`config.mk`:
```
export PLATFORM = sky130hd
export DESIGN_NAME = cis_sequencer
export DESIGN_NICKNAME = d
export VERILOG_FILES = /design/src/common/cis_pkg.sv /design/src/cis_sequencer.sv
export SDC_FILE = /design/constraint.sdc
export NUM_CORES = 1
export LEC_CHECK = 0
export BUFFER_PORTS_ARGS = -buffer_cell sky130_fd_sc_hd__buf_2
export CAP_MARGIN = 20
export CORE_MARGIN = 10
export CORE_UTILIZATION = 59
export CTS_CLUSTER_DIAMETER = 150
export DETAILED_ROUTE_END_ITERATION = 6
export MAX_ROUTING_LAYER = met4
export PLACE_DENSITY = 0.92
export SLEW_MARGIN = 20
export SYNTH_ARGS = -nofsm -noshare
export SYNTH_HDL_FRONTEND = slang
export SYNTH_SLANG_ARGS = --single-unit
```
`constraint.sdc`:
```
create_clock -name clk_sys -period 6.1 [get_ports clk_sys]
set_input_delay 1.22 -clock clk_sys [delete_from_list [all_inputs] [get_ports clk_sys]]
set_output_delay 1.22 -clock clk_sys [all_outputs]
set_load 0.05 [all_outputs]
```
`src/common/cis_pkg.sv`:
```
// constants, commands and states of the cpu interrupt sequencer
package cis_pkg;

	// ------------------------------------------------------------
	// vector table
	// ------------------------------------------------------------
	localparam logic [13:0] VEC_RESET = 14'h3FFE;
	localparam logic [13:0] VEC_SWTRAP = 14'h3FFC;
	localparam logic [13:0] VEC_EXT = 14'h3FFA;
	localparam int NUM_SRC = 6;

	// ------------------------------------------------------------
	// stack and flags
	// ------------------------------------------------------------
	localparam logic [9:0] SP_BASE = 10'h003;
	localparam logic [5:0] SP_TOP = 6'h3F;
	localparam logic [2:0] FLAGS_FIXED = 3'h7;
	localparam logic [1:0] IP_FIXED = 2'h0;
	localparam int FLAG_H = 4;
	localparam int FLAG_I = 3;
	localparam int FLAG_N = 2;
	localparam int FLAG_Z = 1;
	localparam int FLAG_C = 0;
	localparam logic [4:0] FLAGS_RESET = 5'h08;
	localparam logic [2:0] ENTRY_BYTES = 3'h5;
	localparam int LATENCY_EXTRA = 10;

	// ------------------------------------------------------------
	// timing
	// ------------------------------------------------------------
	localparam int MUL_CYCLES = 11;
	localparam int MUL_STEPS = 8;

	// ------------------------------------------------------------
	// software register port
	// ------------------------------------------------------------
	localparam logic [1:0] REG_SRC_EN = 2'h0;
	localparam logic [1:0] REG_FLAGS = 2'h1;
	localparam logic [1:0] REG_IP_LO = 2'h2;
	localparam logic [1:0] REG_IP_HI = 2'h3;
	localparam logic [5:0] SRC_EN_RESET = 6'h3F;

	// ------------------------------------------------------------
	// read tags for returning memory bytes
	// ------------------------------------------------------------
	localparam logic [2:0] TAG_FLAGS = 3'h0;
	localparam logic [2:0] TAG_ACC = 3'h1;
	localparam logic [2:0] TAG_IDX = 3'h2;
	localparam logic [2:0] TAG_IP_HI = 3'h3;
	localparam logic [2:0] TAG_IP_LO = 3'h4;

	typedef enum logic [3:0] {
		CMD_NOP, CMD_FETCH, CMD_JUMP, CMD_ADD, CMD_ADC, CMD_SUB, CMD_AND, CMD_LDA,
		CMD_LDX, CMD_MUL, CMD_CLI, CMD_SEI, CMD_RSP, CMD_SWI, CMD_RTI, CMD_END
	} cis_cmd_t;

	typedef enum logic [2:0] {
		ST_IDLE, ST_RSTVEC, ST_MUL, ST_PUSH, ST_VEC, ST_PULL, ST_WAIT
	} cis_state_t;

endpackage

```
`src/cis_sequencer.sv`:
```
// sequencing, flags and interrupt entry/exit of the 8-bit core
`timescale 1ns/100ps

// Notes on behaviour
// - instruction pointer is 16 bits; top two bits always read 00
// - pointer steps by one per fetch; jumps and interrupt entry load it
// - flags register is 8 bits, top three bits read 111
// - half-carry set on carry from bit 3 to 4 in add and add-with-carry
// - unmasked request: push registers, set mask, then fetch the vector
// - request under mask is held until the mask clears
// - return pulls registers back, mask takes its stacked value, resumes at saved pointer
// - every reset sets the mask; only an instruction clears it
// - negative flag follows bit 7 of each add, subtract, and or load result; multiply leaves it
// - zero flag set when an add, subtract, and or load result is 00; multiply leaves it
// - carry on add carry out of bit 7 or subtract borrow
// - multiply is a shift-add chain lasting 11 cycles
// - requests wait for the running instruction to finish
// - entry only when mask clear and source enabled
// - pending sources chosen after stacking, highest vector first
// - reset loads pointer from the top vector pair and sets the mask
// - software trap ignores the mask and uses the pair below reset
// - unmasked software trap yields to pending hardware requests first
// - external, wide timer, serial link take the next three pairs
// - six sources; serial port, core timer, gauge take lowest pairs
// - request to first service fetch within longest instruction plus 10
// - stack pointer spans 64 bytes from C0 to FF and wraps
// - entry uses five stack bytes
module cis_sequencer
	import cis_pkg::*;
#(
	parameter int MUL_LEN = MUL_CYCLES
) (
	// clock and reset
	input wire logic clk_sys,
	input wire logic rst,
	input wire logic int_rst_req,
	// instruction commands
	input wire logic cmd_valid,
	input wire logic [3:0] cmd_op,
	input wire logic [7:0] cmd_data,
	input wire logic [15:0] cmd_addr,
	output logic cmd_ready,
	// program memory and stack
	output logic [15:0] mem_addr,
	output logic [7:0] mem_wdata,
	output logic mem_wr,
	output logic mem_rd,
	input wire logic [7:0] mem_rdata,
	// interrupt sources
	input wire logic [NUM_SRC-1:0] irq_req,
	output logic [NUM_SRC-1:0] irq_ack,
	// core state
	output logic [15:0] instruction_pointer,
	output logic [7:0] flags_register,
	output logic [7:0] acc_out,
	output logic [7:0] idx_out,
	// software register port
	input wire logic [1:0] reg_addr,
	input wire logic [7:0] reg_wdata,
	input wire logic reg_wr,
	input wire logic reg_rd,
	output logic [7:0] reg_rdata
);

	initial begin
		if (MUL_LEN < MUL_STEPS + 1 || MUL_LEN > 15)
			$error("cis_sequencer: MUL_LEN out of range");
	end

	// ------------------------------------------------------------
	// helpers
	// ------------------------------------------------------------
	function automatic logic [2:0] first_src(input logic [NUM_SRC-1:0] p);
		logic [2:0] r;
		r = 3'h0;
		for (int k = NUM_SRC - 1; k >= 0; k--) begin
			if (p[k])
				r = 3'(k);
		end
		return r;
	endfunction

	function automatic logic [13:0] src_vec(input logic [2:0] s);
		return VEC_EXT - {10'h000, s, 1'b0};
	endfunction

	function automatic logic [15:0] stack_addr(input logic [5:0] sp);
		return {SP_BASE, sp};
	endfunction

	// ------------------------------------------------------------
	// state
	// ------------------------------------------------------------
	cis_state_t state_q;
	logic [2:0] cnt_q;
	logic [3:0] mul_cnt_q;
	logic [13:0] ip_q;
	logic [13:0] ret_ip_q;
	logic [13:0] vec_q;
	logic [7:0] acc_q;
	logic [7:0] idx_q;
	logic [4:0] flags_q;
	logic [5:0] sp_q;
	logic [15:0] prod_q;
	logic take_hw_q;
	logic [NUM_SRC-1:0] snap_q;
	logic [NUM_SRC-1:0] src_en_q;
	logic ready_q;
	logic [15:0] mem_addr_q;
	logic [7:0] mem_wdata_q;
	logic mem_wr_q;
	logic mem_rd_q;
	logic [2:0] tag_q;
	logic rd_dly_q;
	logic [2:0] tag_dly_q;
	logic [NUM_SRC-1:0] ack_q;
	logic [7:0] reg_rdata_q;

	// ------------------------------------------------------------
	// decode and arithmetic
	// ------------------------------------------------------------
	cis_cmd_t op;
	logic take;
	logic [NUM_SRC-1:0] pend;
	logic [NUM_SRC-1:0] pend_sel;
	logic hw_go;
	logic cin;
	logic [8:0] add9;
	logic [4:0] half5;
	logic [8:0] sub9;
	logic [8:0] mstep;
	logic [7:0] res;

	assign op = cis_cmd_t'(cmd_op);
	assign take = cmd_valid && state_q == ST_IDLE;
	assign pend = irq_req & src_en_q;
	assign pend_sel = (|pend) ? pend : snap_q;
	assign hw_go = !flags_q[FLAG_I] && (|pend);
	assign cin = (op == CMD_ADC) ? flags_q[FLAG_C] : 1'b0;
	assign add9 = {1'b0, acc_q} + {1'b0, cmd_data} + {8'h00, cin};
	assign half5 = {1'b0, acc_q[3:0]} + {1'b0, cmd_data[3:0]} + {4'h0, cin};
	assign sub9 = {1'b0, acc_q} - {1'b0, cmd_data};
	assign mstep = {1'b0, prod_q[15:8]} + (prod_q[0] ? {1'b0, idx_q} : 9'h000);

	always_comb begin
		unique case (op)
			CMD_ADD, CMD_ADC: res = add9[7:0];
			CMD_SUB: res = sub9[7:0];
			CMD_AND: res = acc_q & cmd_data;
			default: res = cmd_data;
		endcase
	end

	// ------------------------------------------------------------
	// sequencer: states and memory cycles
	// ------------------------------------------------------------
	always_ff @(posedge clk_sys or posedge rst) begin
		if (rst) begin
			state_q <= ST_RSTVEC;
			cnt_q <= 3'h0;
			mul_cnt_q <= 4'h0;
			ret_ip_q <= 14'h0000;
			vec_q <= VEC_RESET;
			take_hw_q <= 1'b0;
			snap_q <= '0;
			ready_q <= 1'b0;
			mem_addr_q <= 16'h0000;
			mem_wdata_q <= 8'h00;
			mem_wr_q <= 1'b0;
			mem_rd_q <= 1'b0;
			tag_q <= 3'h0;
			ack_q <= '0;
		end else begin
			mem_wr_q <= 1'b0;
			mem_rd_q <= 1'b0;
			ack_q <= '0;
			if (int_rst_req) begin
				state_q <= ST_RSTVEC;
				cnt_q <= 3'h0;
				vec_q <= VEC_RESET;
				ready_q <= 1'b0;
			end else begin
				unique case (state_q)
					ST_IDLE: begin
						cnt_q <= 3'h0;
						if (take) begin
							unique case (op)
								CMD_MUL: begin
									state_q <= ST_MUL;
									mul_cnt_q <= 4'h0;
									ready_q <= 1'b0;
								end
								CMD_SWI: begin
									// a pending unmasked request goes first; the trap re-runs
									state_q <= ST_PUSH;
									take_hw_q <= hw_go;
									snap_q <= pend;
									ret_ip_q <= hw_go ? ip_q - 14'h0001 : ip_q;
									ready_q <= 1'b0;
								end
								CMD_RTI: begin
									state_q <= ST_PULL;
									ready_q <= 1'b0;
								end
								CMD_END: begin
									if (hw_go) begin
										state_q <= ST_PUSH;
										take_hw_q <= 1'b1;
										snap_q <= pend;
										ret_ip_q <= ip_q;
										ready_q <= 1'b0;
									end
								end
								default: begin
								end
							endcase
						end
					end
					ST_MUL: begin
						mul_cnt_q <= mul_cnt_q + 4'h1;
						if (mul_cnt_q == 4'(MUL_LEN - 2)) begin
							state_q <= ST_IDLE;
							ready_q <= 1'b1;
						end
					end
					ST_PUSH: begin
						mem_wr_q <= 1'b1;
						mem_addr_q <= stack_addr(sp_q);
						unique case (cnt_q)
							3'h0: mem_wdata_q <= ret_ip_q[7:0];
							3'h1: mem_wdata_q <= {IP_FIXED, ret_ip_q[13:8]};
							3'h2: mem_wdata_q <= idx_q;
							3'h3: mem_wdata_q <= acc_q;
							default: mem_wdata_q <= {FLAGS_FIXED, flags_q};
						endcase
						cnt_q <= cnt_q + 3'h1;
						if (cnt_q == ENTRY_BYTES - 3'h1) begin
							state_q <= ST_VEC;
							cnt_q <= 3'h0;
							if (take_hw_q) begin
								vec_q <= src_vec(first_src(pend_sel));
							end else begin
								vec_q <= VEC_SWTRAP;
							end
						end
					end
					ST_VEC, ST_RSTVEC: begin
						mem_rd_q <= 1'b1;
						cnt_q <= cnt_q + 3'h1;
						if (cnt_q == 3'h0) begin
							mem_addr_q <= {IP_FIXED, vec_q};
							tag_q <= TAG_IP_HI;
							if (state_q == ST_VEC && take_hw_q)
								ack_q <= NUM_SRC'(1) << first_src(pend_sel);
						end else begin
							mem_addr_q <= {IP_FIXED, vec_q + 14'h0001};
							tag_q <= TAG_IP_LO;
							state_q <= ST_WAIT;
						end
					end
					ST_PULL: begin
						mem_rd_q <= 1'b1;
						mem_addr_q <= stack_addr(sp_q + 6'h01);
						tag_q <= cnt_q;
						cnt_q <= cnt_q + 3'h1;
						if (cnt_q == ENTRY_BYTES - 3'h1)
							state_q <= ST_WAIT;
					end
					ST_WAIT: begin
						if (!mem_rd_q && !rd_dly_q) begin
							state_q <= ST_IDLE;
							take_hw_q <= 1'b0;
							ready_q <= 1'b1;
						end
					end
					default: begin
						state_q <= ST_RSTVEC;
						cnt_q <= 3'h0;
					end
				endcase
			end
		end
	end

	// ------------------------------------------------------------
	// read return pipe
	// ------------------------------------------------------------
	always_ff @(posedge clk_sys or posedge rst) begin
		if (rst) begin
			rd_dly_q <= 1'b0;
			tag_dly_q <= 3'h0;
		end else begin
			rd_dly_q <= mem_rd_q;
			tag_dly_q <= tag_q;
		end
	end

	// ------------------------------------------------------------
	// datapath: pointer, accumulator, index, flags, stack pointer
	// ------------------------------------------------------------
	always_ff @(posedge clk_sys or posedge rst) begin
		if (rst) begin
			ip_q <= 14'h0000;
			acc_q <= 8'h00;
			idx_q <= 8'h00;
			flags_q <= FLAGS_RESET;
			sp_q <= SP_TOP;
			prod_q <= 16'h0000;
		end else if (int_rst_req) begin
			flags_q[FLAG_I] <= 1'b1;
			sp_q <= SP_TOP;
		end else begin
			if (take) begin
				unique case (op)
					CMD_FETCH: ip_q <= ip_q + 14'h0001;
					CMD_JUMP: ip_q <= cmd_addr[13:0];
					CMD_ADD, CMD_ADC: begin
						acc_q <= res;
						flags_q[FLAG_H] <= half5[4];
						flags_q[FLAG_C] <= add9[8];
						flags_q[FLAG_N] <= res[7];
						flags_q[FLAG_Z] <= res == 8'h00;
					end
					CMD_SUB: begin
						acc_q <= res;
						flags_q[FLAG_C] <= sub9[8];
						flags_q[FLAG_N] <= res[7];
						flags_q[FLAG_Z] <= res == 8'h00;
					end
					CMD_AND, CMD_LDA, CMD_LDX: begin
						if (op == CMD_LDX)
							idx_q <= res;
						else
							acc_q <= res;
						flags_q[FLAG_N] <= res[7];
						flags_q[FLAG_Z] <= res == 8'h00;
					end
					CMD_MUL: prod_q <= {8'h00, acc_q};
					CMD_CLI: flags_q[FLAG_I] <= 1'b0;
					CMD_SEI: flags_q[FLAG_I] <= 1'b1;
					CMD_RSP: sp_q <= SP_TOP;
					default: begin
					end
				endcase
			end
			if (state_q == ST_MUL) begin
				if (mul_cnt_q < 4'(MUL_STEPS))
					prod_q <= {mstep, prod_q[7:1]};
				if (mul_cnt_q == 4'(MUL_LEN - 2)) begin
					idx_q <= prod_q[15:8];
					acc_q <= prod_q[7:0];
					flags_q[FLAG_H] <= 1'b0;
					flags_q[FLAG_C] <= 1'b0;
				end
			end
			if (state_q == ST_PUSH) begin
				sp_q <= sp_q - 6'h01;
				if (cnt_q == ENTRY_BYTES - 3'h1)
					flags_q[FLAG_I] <= 1'b1;
			end
			if (state_q == ST_PULL)
				sp_q <= sp_q + 6'h01;
			if (rd_dly_q) begin
				unique case (tag_dly_q)
					TAG_FLAGS: flags_q <= mem_rdata[4:0];
					TAG_ACC: acc_q <= mem_rdata;
					TAG_IDX: idx_q <= mem_rdata;
					TAG_IP_HI: ip_q[13:8] <= mem_rdata[5:0];
					default: ip_q[7:0] <= mem_rdata;
				endcase
			end
		end
	end

	// ------------------------------------------------------------
	// software register port
	// ------------------------------------------------------------
	always_ff @(posedge clk_sys or posedge rst) begin
		if (rst) begin
			src_en_q <= SRC_EN_RESET;
			reg_rdata_q <= 8'h00;
		end else begin
			if (reg_wr && reg_addr == REG_SRC_EN)
				src_en_q <= reg_wdata[NUM_SRC-1:0];
			reg_rdata_q <= 8'h00;
			if (reg_rd) begin
				unique case (reg_addr)
					REG_SRC_EN: reg_rdata_q <= {2'h0, src_en_q};
					REG_FLAGS: reg_rdata_q <= {FLAGS_FIXED, flags_q};
					REG_IP_LO: reg_rdata_q <= ip_q[7:0];
					default: reg_rdata_q <= {IP_FIXED, ip_q[13:8]};
				endcase
			end
		end
	end

	// ------------------------------------------------------------
	// outputs
	// ------------------------------------------------------------
	assign cmd_ready = ready_q;
	assign mem_addr = mem_addr_q;
	assign mem_wdata = mem_wdata_q;
	assign mem_wr = mem_wr_q;
	assign mem_rd = mem_rd_q;
	assign irq_ack = ack_q;
	assign instruction_pointer = {IP_FIXED, ip_q};
	assign flags_register = {FLAGS_FIXED, flags_q};
	assign acc_out = acc_q;
	assign idx_out = idx_q;
	assign reg_rdata = reg_rdata_q;

endmodule

```
==> tab_implementation.tex, run 1 <==
\begin{tabular}{lr}
\hline
Metric & Value \\
\hline
\multicolumn{2}{l}{\textbf{Routing}} \\
Average vias per placed instance & $\sim$6.7 \\
Residual DRC count & 2 \\
Iteration count of the initial detailed-routing pass & 7 \\
Final ANT Viol Nets & 0 \\
Total Routed Length & approximately 32,000 microns \\
Per-cell routed wire length & around 22 microns \\
Detailed router's first-iteration violation count & around 1.5k \\
Total via count after detailed routing & 9,709 \\
\multicolumn{2}{l}{\textbf{STA}} \\
Worst rel slew slack & 0.233 \\
Max-slew violation count & 0 \\
Final count of negative-setup-slack endpoints & 0 \\
Unrepaired setup endpoints after global routing & no \\
Setup TNS & 0 ns \\
Actual slew at the worst max-slew pin & 1.14 ns \\
Fin Hold WS & between 0.3 and 0.4 ns \\
Final worst-path cycle share & 0.733 \\
Post-route worst setup slack & between 1.5 and 2 ns \\
Post-Route Skew & around 0.0094 ns \\
Fin. Hold Viols & 0 \\
Final period demand of the worst path & between 4 and 5 ns \\
Max Clock Freq & approximately 0.22 GHz \\
\multicolumn{2}{l}{\textbf{Clock tree}} \\
Number of buffers created by CTS & 17 \\
Hold\_buf cts & 0 \\
Number of gates given a new drive strength after cts & 0 \\
Clock tree sinks & 138 \\
CTS H-tree depth & 4 \\
Clock latency on the worst-skew pair & 0.43 ns \\
Maximum count of clock buffers along a single path & 2 \\
Clock input transition at the sequential cells of the worst setup and hold paths & $\sim$0.060 ns \\
Root buf cell & clkbuf\_16 \\
Clock tree from TritonCTS & done \\
Number of setup buffers added after CTS & 0 \\
\multicolumn{2}{l}{\textbf{Floorplanning}} \\
Core area & between 15,000 and 20,000 sq um \\
Die H & 147 microns \\
Horizontal extent of the die & 147 microns \\
Initial standard-cell utilization of the core & 0.602 \\
Number of cell rows & between 40 and 50 \\
Count of pins on the block boundary & about 140 \\
Die area & between 20,000 and 25,000 sq um \\
\multicolumn{2}{l}{\textbf{Setup path}} \\
Worst Setup End Kind & flip-flop \\
Startpoint kind of the worst setup timing path & input port \\
Source of the critical timing path & cmd\_op[2] \\
Required time reported for the critical path endpoint & approximately 6.4 ns \\
Type of the worst setup path & in -> reg \\
Worst EP arrival & around 4.8 ns \\
Critical R2R Launch & state\_q[2] \\
Crit path max fanout & 21 \\
\multicolumn{2}{l}{\textbf{Placed design}} \\
Placed wire-length estimate after detailed placement & 22,600 microns \\
GP Congestion & roughly 0.98 \\
Pre-CTS setup slack & roughly 1.3 ns \\
Count of placed standard cells including taps & $\sim$1.4k \\
Count of input and output buffers & 127 \\
\multicolumn{2}{l}{\textbf{Pwr}} \\
P\_leak & $\sim$4.7 nW \\
Maximum vdd ir drop & $\sim$0.00036 V \\
Power per cell area & just under 500 nW/um\^{}2 \\
\multicolumn{2}{l}{\textbf{Synth}} \\
Number of enable flip-flop cells after synthesis & 0 \\
Count of different cell masters after synthesis & 79 \\
Number of warnings printed during yosys synthesis & 0 \\
Ys flop type & dfrtp\_1 \\
Flops \& latches, synth & 138 \\
Cell area after synthesis & 9560 sq um \\
Syn\_area\_per\_cell & roughly 8.4 sq um \\
Post-synth ARST share & 1.00 \\
Sequential share of the synthesized area & 0.364 \\
Post-Syn Instances & $\sim$1.1k \\
\multicolumn{2}{l}{\textbf{Finish}} \\
Most frequent cells in the layout & nand2\_1 (158), buf\_2 (127), dfrtp\_1 (120) \\
Area growth, synth to finish & 12.1\% \\
Commonest non-fill, non-tap cell in the layout & nand2\_1 \\
Number of cells in the finished layout apart from fillers & around 1.4k \\
Final nets & between 1k and 1.5k \\
Share of post-route cells with drive strength above 1 & 0.181 \\
\multicolumn{2}{l}{\textbf{Global route}} \\
Global route overflow & 0 \\
Via count of the first global-routing pass & 9,341 \\
Wire length of the first global-routing pass & 50,100 microns \\
Pin count of the biggest net entering global routing & 104 \\
Total track usage & 0.289 \\
Antenna violations before repair & 1 \\
\multicolumn{2}{l}{\textbf{Run status}} \\
Status & finished, violations left \\
Failing checks & DRC \\
\multicolumn{2}{l}{\textbf{Hold path}} \\
Startpoint of the worst hold path & tag\_q[0] \\
Hold WC Path Type & reg -> reg \\
\multicolumn{2}{l}{\textbf{Job}} \\
Number of max-cap violations & 0 \\
\hline
\end{tabular}
metal layers:
layer | vias up | global-route usage | wire length [microns]
li1 | 4288 | - | -
met1 | 4592 | 0.352 | 11900
met2 | 689 | 0.450 | 15000
met3 | 140 | 0.0719 | 3600
met4 | 0 | 0.122 | 1280
met5 | - | - | 0
registers in the layout, indices dropped and copies added (netlist names), 5 cells and up:
name and count:
mem_addr 8, flags_q 5, sp_q 6, src_en_q 6, mem_wdata 8, reg_rdata 8, irq_ack 6, prod_q 16
ip_q 14, acc_out 8, ret_ip_q 14, snap_q 6, idx_out 8
final cells by class:
| type | count | area, sq um |
|---|---|---|
| multi-input cells | 881 | 5540 |
| fillers | 1222 | 5170 |
| flip-flops and latches | 138 | 3480 |
| repair buffers | 134 | 688 |
| clock buffers | 18 | 439 |
| well taps | 216 | 270 |
| inverters | 41 | 159 |
| clock inverters | 14 | 136 |
| diodes | 1 | 2.50 |
synthesized netlist by cell type (14+ instances only):
cell	count	area (sq um)
nor3_1	24	120
nor2_1	77	289
clkbuf_1	58	218
nor2b_1	14	87.6
xnor2_1	20	175
a22oi_1	45	338
and2_1	19	119
a21oi_1	69	345
dfstp_2	18	473
dfrtp_1	120	3000
nand3_1	27	135
inv_1	39	146
xor2_1	14	123
nand2_1	158	593
ha_1	36	450
o21ai_0	112	561
kinds of logic (layout without fill, tap and decap cells):
logic type,count (synthesis),after routing,synth area share
xor+xnor,34,34,0.0312
buf+inv,130,207,0.0598
simple gates,397,397,0.197
flops,138,138,0.364
other cells,2,8,0.000786
mux,18,18,0.0268
fa+ha+maj,40,40,0.0555
compound gates,385,385,0.265
worst max-delay path, cell delays in order:
cell       delay, ns
buf_2           0.33
nor2b_1         0.68
nand3_1         0.19
fa_1            0.45
fa_1            0.41
o21bai_1        0.15
a21oi_1         0.19
a221o_1         0.39
a21o_1          0.23
a221o_1         0.34
o211ai_1        0.10
a2bb2oi_1       0.10
per-stage QoR:
step / utilization / instance area (sq um) / power, mW
3_5_place_dp: 0.637 / 10100 / 4.05
4_1_cts: 0.674 / 10700 / 5.09
3_3_place_gp: 0.637 / 10100 / 3.98
6_report: 0.675 / 10700 / 5.16
2_1_floorplan: - / 9570 / 3.39
5_1_grt: 0.675 / 10700 / 5.38
power by group:
part | leakage [nW] | switching, mW | internal, mW
Clock | 0.280 | 0.440 | 0.580
Combinational | 2.66 | 1.66 | 0.760
Sequential | 1.72 | 0.515 | 1.20
worst paths after layout:
kind / end / slack [ns] / cells past startpoint
worst max-delay path: acc_out[4] / 1.63 / 12
worst min-delay path: tag_dly_q[0] / 0.39 / 0
worst max register to register: idx_out[2] / 2.78 / 7
worst min register to register: tag_dly_q[0] / 0.39 / 0
max in group asynchronous: src_en_q[5] / 4.11 / 3
min in group asynchronous: snap_q[3] / 0.98 / 2
Note: power is estimated with default switching activity, not from simulation.
==> run 2: changes to the inputs <==
Settings changed: CORE_UTILIZATION 59 to 53, PLACE_DENSITY 0.92 to 0.88.
Clock period 6.1 ns to 3.95 ns, I/O delays scaled along.
==> tab_implementation.tex, run 2 (same netlist as run 1, synthesis figures left out) <==
\begin{tabular}{lr}
\hline
Metric & Value \\
\hline
\multicolumn{2}{l}{\textbf{STA}} \\
Final period demand of the worst path & around 3.1 ns \\
Max-slew violation count & 0 \\
Post-Route Skew & between 0.01 and 0.015 ns \\
Fin Hold WS & between 0.3 and 0.4 ns \\
Setup TNS & 0 ns \\
Post-route worst setup slack & approximately 0.82 ns \\
Worst rel slew slack & 0.293 \\
Final count of negative-setup-slack endpoints & 0 \\
Unrepaired setup endpoints after global routing & no \\
Final worst-path cycle share & 0.792 \\
Actual slew at the worst max-slew pin & about 1.1 ns \\
Max Clock Freq & between 0.3 and 0.4 GHz \\
Fin. Hold Viols & 0 \\
\multicolumn{2}{l}{\textbf{Floorplanning}} \\
Initial standard-cell utilization of the core & 0.536 \\
Die H & 154 microns \\
Horizontal extent of the die & about 150 microns \\
Count of pins on the block boundary & about 140 \\
Core area & around 18,000 sq um \\
Die area & between 20,000 and 25,000 sq um \\
Number of cell rows & 49 \\
\multicolumn{2}{l}{\textbf{Setup path}} \\
Crit path max fanout & 4 \\
Cell-by-cell trace of the critical path & buf\_2, nor2b\_1, nand3\_1, fa\_1, fa\_1, o21bai\_1, a21oi\_1, a221o\_1, a21o\_1, a221o\_1, o211ai\_1, a2bb2oi\_1 \\
Buffers and inverters on the worst path & 1 \\
Cell family with the largest share of critical-path delay & compound AO/OA/AOI/OAI gates \\
Worst EP arrival & about 3.4 ns \\
Worst Setup End Kind & flip-flop \\
Startpoint kind of the worst setup timing path & input port \\
Required time reported for the critical path endpoint & roughly 4.3 ns \\
Type of the worst setup path & in -> reg \\
Cell with the biggest individual delay on the critical path & fa\_1 \\
Longest individual stage delay on the worst path & around 0.43 ns \\
\multicolumn{2}{l}{\textbf{Hold path}} \\
Hold WC Path Type & reg -> reg \\
\multicolumn{2}{l}{\textbf{Clock tree}} \\
CTS H-tree depth & 4 \\
Number of setup buffers added after CTS & 0 \\
Hold\_buf cts & 0 \\
Maximum count of clock buffers along a single path & 2 \\
Clock tree from TritonCTS & done \\
Number of gates given a new drive strength after cts & 0 \\
Clock input transition at the sequential cells of the worst setup and hold paths & roughly 0.06 ns \\
Clock latency on the worst-skew pair & about 0.43 ns \\
Clock tree sinks & between 100 and 150 \\
Number of buffers created by CTS & 17 \\
Root buf cell & clkbuf\_16 \\
\multicolumn{2}{l}{\textbf{Routing}} \\
Total Routed Length & approximately 32,000 microns \\
Detailed router's first-iteration violation count & about 1.2k \\
Residual DRC count & 3 \\
Final ANT Viol Nets & 0 \\
Per-cell routed wire length & 21.4 microns \\
Total via count after detailed routing & 9,648 \\
Average vias per placed instance & 6.55 \\
Iteration count of the initial detailed-routing pass & 7 \\
\multicolumn{2}{l}{\textbf{Placed design}} \\
Count of input and output buffers & about 130 \\
Pre-CTS setup slack & about 0.40 ns \\
Placed wire-length estimate after detailed placement & 23,100 microns \\
Count of placed standard cells including taps & 1,442 \\
GP Congestion & about 0.97 \\
DP Area & between 10,000 and 15,000 sq um \\
\multicolumn{2}{l}{\textbf{Global route}} \\
Wire length of the first global-routing pass & approximately 50,000 microns \\
Total track usage & 0.265 \\
Antenna violations before repair & 0 \\
Via count of the first global-routing pass & 9,257 \\
Global route overflow & 0 \\
Pin count of the biggest net entering global routing & a little over 70 \\
\multicolumn{2}{l}{\textbf{Pwr}} \\
Switching portion of total power & 0.487 \\
Power per cell area & approximately 740 nW/um\^{}2 \\
Sequential cell fraction of total power & 0.324 \\
Maximum vdd ir drop & a little over 0.0006 V \\
Internal portion of total power & around 4.2 mW \\
Comb power frac & 0.463 \\
P\_leak & 4.78 nW \\
Power spent charging and discharging nets & 3.96 mW \\
Total power consumption of the routed design & 8.14 mW \\
Clock network fraction of total power & 0.213 \\
\multicolumn{2}{l}{\textbf{Finish}} \\
Share of post-route cells with drive strength above 1 & 0.191 \\
Number of cells in the finished layout apart from fillers & between 1k and 1.5k \\
Final std cell area, no fill & 10,900 sq um \\
Total inserted antenna cells & 0 \\
Largest regs & prod\_q: 16 flops, ip\_q: 14 flops, ret\_ip\_q: 14 flops \\
Final nets & roughly 1.3k \\
Number of flip-flops in the largest register & 16 \\
Area growth, synth to finish & 14.4\% \\
Fraction of the core area covered by cells at the end of the flow & 0.613 \\
Most frequent cells in the layout & nand2\_1 (158), buf\_2 (127), dfrtp\_1 (120) \\
Commonest non-fill, non-tap cell in the layout & nand2\_1 \\
Register name with the most flops & prod\_q \\
Number of filler cells placed in the layout & about 1.5k \\
\multicolumn{2}{l}{\textbf{Run status}} \\
Failing checks & DRC \\
Status & finished, violations left \\
\multicolumn{2}{l}{\textbf{Job}} \\
Number of max-cap violations & 0 \\
\hline
\end{tabular}
-- run 2: changes by cell type in the layout (fill, tap and decap cells not counted), moves of 2 or more --
cell / change
clkbuf_8: +2
clkbuf_1: +2
inv_6: -5
bufinv_16: +3
buf_4: +18
-- run 2: routing by layer --
layer	wire, microns	global-route usage	share of wire	vias to the layer above
met3	3310	0.0602	0.10	122
met5	0	-	0	-
li1	-	-	-	4334
met1	12300	0.332	0.39	4563
met2	14700	0.408	0.47	629
met4	1250	0.104	0.040	0
-- run 2: layout make-up --
type / instances / area, sq um / area share
flip-flops and latches: 138 / 3480 / 0.318
well taps: 229 / 287 / 0.0262
clock buffers: 22 / 474 / 0.0434
inverters: 41 / 158 / 0.0144
multi-input cells: 881 / 5530 / 0.506
repair buffers: 153 / 843 / 0.0771
clock inverters: 10 / 166 / 0.0152
-- run 2: power groups by stage --
stage / clock [mW] / sequential, mW / combinational (mW)
2_1_floorplan: 0 / 3.13 / 2.11
3_3_place_gp: 0 / 2.58 / 3.66
3_5_place_dp: 0 / 2.60 / 3.72
4_1_cts: 1.73 / 2.59 / 3.75
5_1_grt: 1.81 / 2.67 / 4.08
6_report: 1.74 / 2.64 / 3.77
-- run 2: final timing paths --
check	startpoint	to	slack (ns)	cells after the start
min	tag_q[0]	tag_dly_q[0]	0.38	0
min reg2reg	tag_q[0]	tag_dly_q[0]	0.38	0
max	cmd_op[2]	acc_out[4]	0.82	12
max in group asynchronous	rst	state_q[0]	2.58	3
max reg2reg	flags_q[0]	acc_out[4]	0.86	10
min in group asynchronous	rst	irq_ack[0]	0.42	2
==> run 3: changes to the inputs <==
Settings changed: CORE_UTILIZATION 53 to 59, PLACE_DENSITY 0.88 to 0.92.
Clock period 3.95 ns to 3.15 ns, I/O delays scaled along.
==> tab_implementation.tex, run 3 (same netlist as run 1, synthesis figures left out) <==
\begin{tabular}{lr}
\hline
Metric & Value \\
\hline
\multicolumn{2}{l}{\textbf{Run status}} \\
Status & complete, no violations \\
\multicolumn{2}{l}{\textbf{Routing}} \\
Final ANT Viol Nets & 0 \\
Total via count after detailed routing & about 10k \\
Iteration count of the initial detailed-routing pass & 6 \\
Per-cell routed wire length & approximately 22 microns \\
Residual DRC count & 0 \\
Detailed router's first-iteration violation count & about 1.7k \\
Average vias per placed instance & slightly below 7 \\
Total Routed Length & between 30,000 and 40,000 microns \\
\multicolumn{2}{l}{\textbf{Job}} \\
Number of max-cap violations & 0 \\
\multicolumn{2}{l}{\textbf{Finish}} \\
Total inserted antenna cells & 0 \\
Number of filler cells placed in the layout & around 1.2k \\
Area taken by flip-flops and latches & 3480 sq um \\
Largest regs & prod\_q: 16 flops, ip\_q: 14 flops, ret\_ip\_q: 14 flops \\
Area growth, synth to finish & 16.8\% \\
Fraction of the core area covered by cells at the end of the flow & 0.702 \\
Most frequent cells in the layout & nand2\_1 (158), buf\_2 (127), dfrtp\_1 (120) \\
Final nets & approximately 1.4k \\
Number of flip-flops in the largest register & 16 \\
Final std cell area, no fill & 11,200 sq um \\
Register name with the most flops & prod\_q \\
Share of post-route cells with drive strength above 1 & 0.213 \\
Area of the multi-input gates & 5560 sq um \\
Commonest non-fill, non-tap cell in the layout & nand2\_1 \\
\multicolumn{2}{l}{\textbf{Setup path}} \\
Capture point of the critical path & acc\_out[1] \\
Crit path max fanout & 4 \\
Endpoint of the worst register-to-register path & acc\_out[1] \\
Critical R2R Launch & acc\_out[0] \\
Startpoint kind of the worst setup timing path & flip-flop \\
Worst EP arrival & slightly above 3 ns \\
Type of the worst setup path & reg -> reg \\
Source of the critical timing path & acc\_out[0] \\
Minimum setup slack among reg-to-reg paths & approximately 0.33 ns \\
Required time reported for the critical path endpoint & approximately 3.4 ns \\
R2r worst-path depth & 11 \\
Worst Setup End Kind & flip-flop \\
\multicolumn{2}{l}{\textbf{Global route}} \\
Pin count of the biggest net entering global routing & 48 \\
Total track usage & 0.306 \\
Global route overflow & 0 \\
Via count of the first global-routing pass & approximately 9.8k \\
Antenna violations before repair & 0 \\
Wire length of the first global-routing pass & about 53,000 microns \\
\multicolumn{2}{l}{\textbf{Pwr}} \\
Power spent charging and discharging nets & approximately 5 mW \\
Sequential cell fraction of total power & 0.311 \\
Power per cell area & between 900 and 1000 nW/um\^{}2 \\
Total power consumption of the routed design & 10.5 mW \\
Switching portion of total power & 0.490 \\
P\_leak & approximately 5 nW \\
Maximum vdd ir drop & $\sim$0.00077 V \\
Comb power frac & 0.480 \\
Clock network fraction of total power & 0.209 \\
Internal portion of total power & between 5 and 6 mW \\
\multicolumn{2}{l}{\textbf{STA}} \\
Final count of negative-setup-slack endpoints & 0 \\
Post-Route Skew & 0.00722 ns \\
Unrepaired setup endpoints after global routing & no \\
Actual slew at the worst max-slew pin & about 0.96 ns \\
Fin. Hold Viols & 0 \\
Final worst-path cycle share & 0.895 \\
Worst rel slew slack & 0.359 \\
Fin Hold WS & between 0.3 and 0.4 ns \\
Max-slew violation count & 0 \\
Post-route worst setup slack & between 0.3 and 0.4 ns \\
Final period demand of the worst path & approximately 2.8 ns \\
Max Clock Freq & between 0.3 and 0.4 GHz \\
\multicolumn{2}{l}{\textbf{Hold path}} \\
Hold WC Path Type & in -> async \\
\multicolumn{2}{l}{\textbf{Clock tree}} \\
Clock input transition at the sequential cells of the worst setup and hold paths & approximately 0.06 ns \\
Clock latency on the worst-skew pair & between 0.4 and 0.5 ns \\
Clock tree from TritonCTS & done \\
Root buf cell & clkbuf\_16 \\
Number of buffers created by CTS & 17 \\
Clock tree sinks & 138 \\
CTS H-tree depth & 4 \\
Hold\_buf cts & 0 \\
Number of gates given a new drive strength after cts & 0 \\
Maximum count of clock buffers along a single path & 2 \\
Number of setup buffers added after CTS & 0 \\
\multicolumn{2}{l}{\textbf{Placed design}} \\
DP Area & 10,500 sq um \\
Pre-CTS setup slack & -0.0525 ns \\
Placed wire-length estimate after detailed placement & around 24,000 microns \\
Count of input and output buffers & around 130 \\
GP Congestion & approximately 1.0 \\
\multicolumn{2}{l}{\textbf{Floorplanning}} \\
Die H & approximately 150 microns \\
Count of pins on the block boundary & 139 \\
Die area & 21,700 sq um \\
Initial standard-cell utilization of the core & 0.602 \\
Horizontal extent of the die & $\sim$150 microns \\
Number of cell rows & 46 \\
Core area & between 15,000 and 20,000 sq um \\
\hline
\end{tabular}
[run 3: changes by cell type in the layout (fill, tap and decap cells not counted), sizes merged]
| cell | delta |
|---|---|
| clkinv | -1 |
| inv | +1 |
| clkbuf | -1 |
| buf | +25 |
| clkinvlp | +1 |
[run 3: how the worst min path moves through the flow]
stage	startpoint	end	slack (ns)	cells after the start
2_1_floorplan	tag_q[0]	tag_dly_q[0]	0.35	0
3_3_place_gp	tag_q[2]	tag_dly_q[2]	0.36	0
3_5_place_dp	tag_q[2]	tag_dly_q[2]	0.38	0
4_1_cts	rst	mem_wdata[4]	0.34	2
5_1_grt	tag_q[2]	tag_dly_q[2]	0.38	0
6_report	rst	snap_q[4]	0.32	2
[run 3: routing by layer]
layer	share of wire	vias to the layer above	global-route usage
met2	0.47	731	0.485
met4	0.045	0	0.126
li1	-	4377	-
met1	0.36	4743	0.368
met3	0.12	173	0.0743
met5	0	-	-
[run 3: worst max-delay path: stages (launching register included)]
cell      delay (ns)
dfrtp_1         0.37
inv_1           0.16
ha_1            0.20
inv_1           0.05
fa_1            0.42
mux2_2          0.26
a221oi_1        0.28
nand2_1         0.18
a221oi_2        0.30
a211oi_1        0.14
a211oi_1        0.26
a21oi_1         0.06
[run 3: per-stage QoR]
step	setup TNS, ns	instances
after floorplan	-0.00516	1149
after global placement	0	1454
after detailed placement	-0.0740	1454
after CTS	0	1486
after global routing	0	1486
final	0	1486
[run 3: power groups by stage]
stage          logic, mW  registers (mW)  clock network, mW
2_1_floorplan       2.67            3.92                  0
3_3_place_gp        4.75            3.16                  0
3_5_place_dp        4.89            3.19                  0
4_1_cts             4.94            3.18               2.18
5_1_grt             5.39            3.29               2.27
6_report            5.02            3.26               2.19
[run 3: layout make-up]
cell class,count,area share
Sequential cell,138,0.312
Tap cell,216,0.0242
Clock inverter,11,0.0149
Clock buffer,21,0.0422
Multi-Input combinational cell,881,0.498
Timing Repair Buffer,178,0.0946
Inverter,41,0.0141
